File: config.mk
export PLATFORM = sky130hd
export DESIGN_NAME = sis_core
export DESIGN_NICKNAME = d
export VERILOG_FILES = /design/src/sis_pkg.sv /design/src/sis_sync.sv /design/src/sis_core.sv
export SDC_FILE = /design/constraint.sdc
export NUM_CORES = 1
export LEC_CHECK = 0
export CELL_PAD_IN_SITES_DETAIL_PLACEMENT = 1
export CELL_PAD_IN_SITES_GLOBAL_PLACEMENT = 2
export CORE_UTILIZATION = 41
export DETAILED_ROUTE_END_ITERATION = 12
export DONT_BUFFER_PORTS = 1
export GPL_TIMING_DRIVEN = 1
export PLACE_DENSITY = 0.91
export SYNTH_ARGS = -nofsm -noshare
export SYNTH_HDL_FRONTEND = slang
export SYNTH_SLANG_ARGS = --single-unit
File: constraint.sdc
create_clock -name sys_clk_i -period 5.66 [get_ports sys_clk_i]
set_input_delay 1.415 -clock sys_clk_i [delete_from_list [all_inputs] [get_ports sys_clk_i]]
set_output_delay 1.415 -clock sys_clk_i [all_outputs]
set_load 0.005 [all_outputs]
File: src/sis_pkg.sv
package sis_pkg;

   // Shutter travel limit, in milliseconds, and the cycle count derived at 40 MHz.
   localparam int unsigned TRAVEL_MAX_MS     = 500;
   localparam int unsigned CLK_HZ            = 40_000_000;
   localparam int unsigned TRAVEL_MAX_CYCLES = TRAVEL_MAX_MS * (CLK_HZ / 1000);
   localparam int unsigned TRAVEL_CNT_W      = 25;

   // Number of two-stage synchronisers on the pin inputs.
   localparam int unsigned SYNC_W = 6;

   // Bit positions of the synchronised pin inputs.
   localparam int unsigned PIN_SYS_ILK  = 0;
   localparam int unsigned PIN_SHT_ILK  = 1;
   localparam int unsigned PIN_SHT_CMD  = 2;
   localparam int unsigned PIN_AT_OPEN  = 3;
   localparam int unsigned PIN_AT_SHUT  = 4;
   localparam int unsigned PIN_OVERTEMP = 5;

   // Reset values of the latched faults.
   localparam logic SHT_FAULT_RST = 1'b0;
   localparam logic OT_FAULT_RST  = 1'b0;

   // Status outputs toward the host.
   typedef struct packed {
      logic shut_closed;
      logic shut_open;
      logic shut_fault;
      logic overtemp_fault;
   } sis_status_type;

   // Shutter supervision states.
   typedef enum logic [3:0] {
      SIS_IDLE   = 4'b0001,
      SIS_MOVING = 4'b0010,
      SIS_SETTLED = 4'b0100,
      SIS_FAULT  = 4'b1000
   } sis_state_type;

endpackage : sis_pkg

File: src/sis_sync.sv
`timescale 1ns/10ps
module sis_sync (
   input  wire logic                       sys_clk_i,
   input  wire logic                       rst_b_i,
   input  wire logic [sis_pkg::SYNC_W-1:0] async_i,
   output logic      [sis_pkg::SYNC_W-1:0] sync_o
);

   logic [sis_pkg::SYNC_W-1:0] stage1;
   logic [sis_pkg::SYNC_W-1:0] stage2;

   // Two flip-flops per bit; only the second stage is visible outside.
   genvar g;
   generate
      for (g = 0; g < sis_pkg::SYNC_W; g++) begin : g_bit
         always_ff @(posedge sys_clk_i) begin
            if (!rst_b_i) begin
               stage1[g] <= 1'b0;
               stage2[g] <= 1'b0;
            end else begin
               stage1[g] <= async_i[g];
               stage2[g] <= stage1[g];
            end
         end
      end
   endgenerate

   assign sync_o = stage2;

endmodule : sis_sync

File: src/sis_core.sv
`timescale 1ns/10ps
module sis_core (
   input  wire logic                    sys_clk_i,
   input  wire logic                    rst_b_i,
   input  wire logic                    sys_ilk_closed_i,
   input  wire logic                    sht_ilk_closed_i,
   input  wire logic                    sht_cmd_open_i,
   input  wire logic                    net_ctrl_en_i,
   input  wire logic                    sht_at_open_i,
   input  wire logic                    sht_at_closed_i,
   input  wire logic                    overtemp_i,
   input  wire logic                    mod_req_i,
   output logic                         mod_en_o,
   output logic                         sht_drive_en_o,
   output logic                         sht_drive_open_o,
   output logic                         sys_shutdown_o,
   output sis_pkg::sis_status_type      status_o
);

   logic [sis_pkg::SYNC_W-1:0]       pin_raw;
   logic [sis_pkg::SYNC_W-1:0]       pin;
   logic                             sys_ilk;
   logic                             sht_fitted;
   logic                             at_open;
   logic                             at_closed;
   logic                             overtemp;
   logic                             cmd_open;
   logic                             target_open;
   logic                             shut_fault;
   logic                             ot_fault;
   logic                             any_fault;
   logic                             sht_active;
   logic                             at_target;
   logic                             travel_expired;
   logic                             stuck_midway;
   logic                             raise_sht_fault;
   logic                             loop_closed;
   logic                             mod_allowed;
   logic                             take_cmd;
   logic                             cmd_differs;
   logic                             restart_travel;
   logic                             in_moving;
   logic                             in_settled;
   logic [sis_pkg::TRAVEL_CNT_W-1:0] travel_cnt;
   sis_pkg::sis_state_type           state;
   sis_pkg::sis_state_type           next_state;

   // Travel limit as a counter value; it fits the counter width with room to spare.
   localparam logic [sis_pkg::TRAVEL_CNT_W-1:0] TRAVEL_LIMIT =
      sis_pkg::TRAVEL_CNT_W'(sis_pkg::TRAVEL_MAX_CYCLES);

   // Gather the pins that come from outside this clock domain. The loops are relay
   // contacts, so the flops below guard against metastability only, not bounce.
   assign pin_raw[sis_pkg::PIN_SYS_ILK]  = sys_ilk_closed_i;
   assign pin_raw[sis_pkg::PIN_SHT_ILK]  = sht_ilk_closed_i;
   assign pin_raw[sis_pkg::PIN_SHT_CMD]  = sht_cmd_open_i;
   assign pin_raw[sis_pkg::PIN_AT_OPEN]  = sht_at_open_i;
   assign pin_raw[sis_pkg::PIN_AT_SHUT]  = sht_at_closed_i;
   assign pin_raw[sis_pkg::PIN_OVERTEMP] = overtemp_i;

   // Two flip-flops per pin; nothing here reads the first stage.
   sis_sync u_sync (
      .sys_clk_i (sys_clk_i),
      .rst_b_i   (rst_b_i),
      .async_i   (pin_raw),
      .sync_o    (pin)
   );

   // Synchronised pin levels. Every pin reaches the logic two edges after it
   // changes, so the sensors and the fitted flag stay in step with each other.
   assign sys_ilk    = pin[sis_pkg::PIN_SYS_ILK];
   assign sht_fitted = pin[sis_pkg::PIN_SHT_ILK];
   assign cmd_open   = pin[sis_pkg::PIN_SHT_CMD];
   assign at_open    = pin[sis_pkg::PIN_AT_OPEN];
   assign at_closed  = pin[sis_pkg::PIN_AT_SHUT];
   assign overtemp   = pin[sis_pkg::PIN_OVERTEMP];

   // Fault summary and shutter enable. Either latched fault removes the shutter
   // enable as well as the laser.
   assign any_fault  = shut_fault | ot_fault;
   assign sht_active = sht_fitted & ~any_fault;

   // Modulation needs the system loop closed and no latched fault; the
   // shutter interlock deliberately plays no part here, so a missing or
   // unfitted shutter never holds the laser off.
   assign loop_closed    = sys_ilk;
   assign mod_allowed    = loop_closed & ~any_fault;
   assign sys_shutdown_o = any_fault;
   assign mod_en_o       = mod_req_i & mod_allowed;

   // Shutter drive outputs follow the held target while the shutter is usable.
   // With the enable low both drive lines rest low, so a disabled shutter is never driven.
   assign sht_drive_en_o   = sht_active;
   assign sht_drive_open_o = sht_active & target_open;

   // State decode shared by the supervisor, the timer and the fault terms.
   assign in_moving  = (state == sis_pkg::SIS_MOVING);
   assign in_settled = (state == sis_pkg::SIS_SETTLED);

   // The host command is taken only while network control is off. A changed
   // command seen while settled starts a fresh travel toward the new target.
   assign take_cmd       = ~net_ctrl_en_i;
   assign cmd_differs    = cmd_open ^ target_open;
   assign restart_travel = in_settled & sht_active & take_cmd & cmd_differs;

   // Supervision terms for travel timing and a shutter parked midway. A
   // target needs exactly one sensor high, so a blade that shows both or
   // neither never counts as arrived.
   assign at_target      = target_open ? (at_open & ~at_closed) : (at_closed & ~at_open);
   assign travel_expired = (travel_cnt >= TRAVEL_LIMIT);
   assign stuck_midway   = in_settled & ~at_target;
   assign raise_sht_fault = sht_active & ((in_moving & travel_expired) | stuck_midway);

   // Target position: the host command is taken only without network control.
   // Network control freezes the target, so the shutter stays where it was put.
   always_ff @(posedge sys_clk_i) begin
      if (!rst_b_i) begin
         target_open <= 1'b0;
      end else if (take_cmd) begin
         target_open <= cmd_open;
      end
   end

   // Next state of the shutter supervisor. Losing the enable sends every state
   // but fault back to idle; the fault state is left only through reset.
   always_comb begin
      next_state = state;
      unique case (state)
         sis_pkg::SIS_IDLE: begin
            // Becoming usable always starts a timed travel to the current target.
            if (sht_active) begin
               next_state = sis_pkg::SIS_MOVING;
            end
         end
         sis_pkg::SIS_MOVING: begin
            // A command change mid-travel retargets the same timed travel.
            if (!sht_active) begin
               next_state = sis_pkg::SIS_IDLE;
            end else if (travel_expired) begin
               next_state = sis_pkg::SIS_FAULT;
            end else if (at_target) begin
               next_state = sis_pkg::SIS_SETTLED;
            end
         end
         sis_pkg::SIS_SETTLED: begin
            // Any drift off the target once settled is a blade stuck midway.
            if (!sht_active) begin
               next_state = sis_pkg::SIS_IDLE;
            end else if (!at_target) begin
               next_state = sis_pkg::SIS_FAULT;
            end
         end
         sis_pkg::SIS_FAULT: begin
            // Only reset leaves this state.
            next_state = sis_pkg::SIS_FAULT;
         end
      endcase
   end

   // A new command while settled starts a fresh travel. The restart is taken on the
   // edge that loads the new target, so the old position looks stuck midway only when
   // the command is loaded on the edge that enters settled.
   always_ff @(posedge sys_clk_i) begin
      if (!rst_b_i) begin
         state <= sis_pkg::SIS_IDLE;
      end else if (restart_travel) begin
         state <= sis_pkg::SIS_MOVING;
      end else begin
         state <= next_state;
      end
   end

   // Travel timer restarts whenever a new travel begins.
   // The count saturates at the limit, so a long fault never wraps it back.
   always_ff @(posedge sys_clk_i) begin
      if (!rst_b_i || !in_moving) begin
         travel_cnt <= '0;
      end else if (!travel_expired) begin
         travel_cnt <= travel_cnt + 1'b1;
      end
   end

   // Latched faults; only reset clears them. The cause is ORed into the held
   // value, so a cause that comes and goes still leaves the fault standing
   // until the next reset.
   always_ff @(posedge sys_clk_i) begin
      if (!rst_b_i) begin
         shut_fault <= sis_pkg::SHT_FAULT_RST;
         ot_fault   <= sis_pkg::OT_FAULT_RST;
      end else begin
         shut_fault <= shut_fault | raise_sht_fault;
         ot_fault   <= ot_fault | overtemp;
      end
   end

   // Registered status outputs. Status leaves flip-flops so the host sees clean
   // levels; the position bits carry the shutter enable, so any fault or a
   // missing shutter clears them.
   always_ff @(posedge sys_clk_i) begin
      if (!rst_b_i) begin
         status_o <= '0;
      end else begin
         status_o.shut_closed    <= sht_active & at_closed & ~at_open;
         status_o.shut_open      <= sht_active & at_open & ~at_closed;
         status_o.shut_fault     <= shut_fault;
         status_o.overtemp_fault <= ot_fault;
      end
   end

endmodule : sis_core

==> flow_summary.yaml <==
run_status:
  status: "finished clean"
timing:
  finalHoldViolations: 0
  drv_slew: 0
  fin_crit_sh_pct: 52.7
  skew_ns: 0.0127
  holdWs_ns: 0.441
  relSlewSlack_pct: 46.3
  setup_ws_ns: 2.68
  tightest_slew_ns: 0.805
  rsz0062_at_grt: "false"
  setup_viol: 0
  fin_crit_ns: 2.98
  setup_tns_ns: 0
  max_freq_mhz: 335
floorplanning:
  die_y_um: 75.2
  fp-row-count: 26
  die_x_um: 75.2
  ioPinCount: 18
  die_area_um2: 5650
  core_area_um2: 5140
  start_util_pct: 42.7
synth:
  synth-compound-area-share_pct: 15.3
  synthMuxAreaShare_pct: 4.10
  netlist_instances: 259
  synth_cell_types: 44
  mappedNetlistNets: 271
  yosys.area_share.simple_pct: 30.4
  seq_area_frac_synth_pct: 43.8
  yosys_warnings: 0
  synth_fa_ha_area_share_pct: 1.14
  synth_top_family_by_area: "simple AND/OR/NAND/NOR gates"
  synthXorXnorAreaFrac_pct: 1.20
  ys_ff_latch: 48
  avgSynthCellArea_um2: 8.48
  synth_area_um2: 2200
worst_setup_path:
  crit_path_end_kind: "output pin"
  start_kind: "primary input"
  worstPathArrival_ns: 1.57
  reg2reg_slack_ns: 3.34
  critPathMaxStageDelay_ns: 0.15
  cp_cell_sequence: "and3_1"
  r2r-start: "state[2]"
  crit_cells: 1
  r2r-end: "travel_cnt[22]"
  crit_type: "in2out"
  startpoint: "mod_req_i"
  critPathTopFamily: "simple AND/OR/NAND/NOR gates"
  required_ns: 4.24
  crit_path_end: "mod_en_o"
  slowest_stage: "and3_1"
  crit_fanout: 1
  critPathBufInv: 0
  worstRegToRegCells: 5
cells_and_area:
  area_growth_pct: 6.10
  final_cell_mix: "dfxtp_1 (48), nand2_1 (30), and2_1 (17)"
  final_nets: 268
  insertedDiodeCount: 0
  final_common_cell: "dfxtp_1"
  fin_cells: 327
  drive_gt1_share_pct: 7.39
  utilization_pct: 45.3
drt:
  via_count: 1830
  wl_per_cell_um: 14.9
  postRouteAntennaNets: 0
  firstDrtPassIters: 6
  drt_iter0_markers: 100
  via_per_inst: 5.60
  wirelength_mm: 4.88
  route.detailed.drc: 0
placement:
  place_ws_ns: 2.68
  dp_hpwl_mm: 3.45
  place_inst: 319
  finalWeightedCongestion: 0.720
  port_buffers: 0
clocking:
  clkSlewWorstSetupHoldPaths_ns: 0.09
  cts_max_path_buffers: 2
  cts.sinks: 48
  cts_max_level: 2
  cts-root-buf: "clkbuf_8"
  insertion_delay_ns: 0.30
  cts_setup_buffers: 0
  post_cts_resized: 0
  cts_made_buffers: 5
  holdBufCountCts: 0
  cts_tree: "built"
global_route:
  grt.total_usage_pct: 19.4
  overflow: 0
  antenna_found_initial: 0
  grt_max_degree: 25
  grt_pass1_wl_mm: 8.18
  grt_pass1_vias: 1714
worst_hold_path:
  hp-class: "reg2reg"
power_and_ir_drop:
  power_density_nw_per_um2: 255
  power.leakage_nw: 0.889
  vdd_drop_max_mv: 0.163
job:
  maxCapViolations: 0
## synth_stat cells
| cell | instances | area, µm² |
|---|---|---|
| a211o_1 | 1 | 8.76 |
| a211oi_1 | 3 | 22.5 |
| a211oi_2 | 1 | 12.5 |
| a21o_1 | 1 | 7.51 |
| a21oi_1 | 15 | 75.1 |
| a31o_2 | 3 | 26.3 |
| a31oi_1 | 2 | 12.5 |
| a41o_1 | 1 | 10.0 |
| and2_1 | 17 | 106 |
| and3_1 | 6 | 37.5 |
| and4_1 | 2 | 17.5 |
| buf_2 | 3 | 15.0 |
| buf_6 | 1 | 11.3 |
| clkbuf_1 | 8 | 30.0 |
| dfxtp_1 | 48 | 961 |
| ha_1 | 2 | 25.0 |
| inv_1 | 9 | 33.8 |
| mux2i_1 | 9 | 90.1 |
| nand2_1 | 30 | 113 |
| nand2b_1 | 10 | 62.6 |
| nand3_1 | 13 | 65.1 |
| nand3b_1 | 1 | 7.51 |
| nand4_1 | 8 | 50.1 |
| nor2_1 | 16 | 60.1 |
| nor2b_1 | 1 | 6.26 |
| nor3_1 | 4 | 20.0 |
| nor3b_1 | 1 | 7.51 |
| nor4_1 | 2 | 12.5 |
| nor4b_1 | 2 | 17.5 |
| nor4bb_1 | 1 | 10.0 |
| o211ai_1 | 1 | 7.51 |
| o21a_1 | 1 | 7.51 |
| o21ai_0 | 14 | 70.1 |
| o221a_4 | 1 | 20.0 |
| o22ai_1 | 1 | 6.26 |
| o311ai_0 | 2 | 17.5 |
| o31a_1 | 1 | 8.76 |
| o31ai_1 | 3 | 22.5 |
| or2_2 | 3 | 18.8 |
| or3_1 | 6 | 37.5 |
| or4_1 | 1 | 7.51 |
| or4_4 | 1 | 11.3 |
| xnor2_1 | 1 | 8.76 |
| xor2_1 | 2 | 17.5 |
## flip-flops by register name, indices dropped and copies added (netlist names)
signal and flops:
state 4, shut_fault 1, u_sync.stage1 6, target_open 1, status_o 4, ot_fault 1, travel_cnt 25, u_sync.sync_o 6
## metal layers
metal	track usage, %	routed length [µm]	up-vias
li1	-	-	910
met1	25.5	2370	901
met2	31.6	2350	13
met3	3.61	86	6
met4	7.41	79	0
met5	0	0	-
## area by class of cell
class | instances | area (µm²)
clock buffer | 5 | 68.8
clock inverter | 3 | 18.8
fill | 634 | 2810
inverter | 9 | 33.8
multi-input combinational | 190 | 1140
sequential | 48 | 961
tap | 70 | 87.6
timing repair buffer | 2 | 15.0
## worst min path at each step
stage / startpoint / to / slack, ns / cells after the start
3_5_place_dp: u_sync.stage1[4] / u_sync.sync_o[4] / 0.42 / 1
6_report: u_sync.stage1[4] / u_sync.sync_o[4] / 0.44 / 1
2_1_floorplan: u_sync.sync_o[5] / ot_fault / 0.41 / 1
4_1_cts: u_sync.stage1[4] / u_sync.sync_o[4] / 0.44 / 1
3_3_place_gp: u_sync.sync_o[5] / ot_fault / 0.41 / 1
5_1_grt: u_sync.sync_o[5] / ot_fault / 0.45 / 1
## through the flow
stage               power, mW  instance area, µm²
global route            0.626                2330
CTS                     0.603                2330
finish                  0.595                2330
detailed placement      0.403                2240
global placement        0.401                2240
floorplan               0.395                2200
## power by group
group | total, mW | switching (mW) | internal [mW] | leakage, nW
Combinational | 0.0373 | 0.0215 | 0.0158 | 0.451
Sequential | 0.357 | 0.0103 | 0.347 | 0.390
Clock | 0.201 | 0.115 | 0.0862 | 0.0479
## cells by family after synthesis
| logic type | count (synthesis) |
|---|---|
| mux | 9 |
| xor+xnor | 3 |
| compound gates | 51 |
| simple gates | 125 |
| flops | 48 |
| fa+ha+maj | 2 |
| buf+inv | 21 |
No activity file was read; power rests on OpenSTA's default activity.
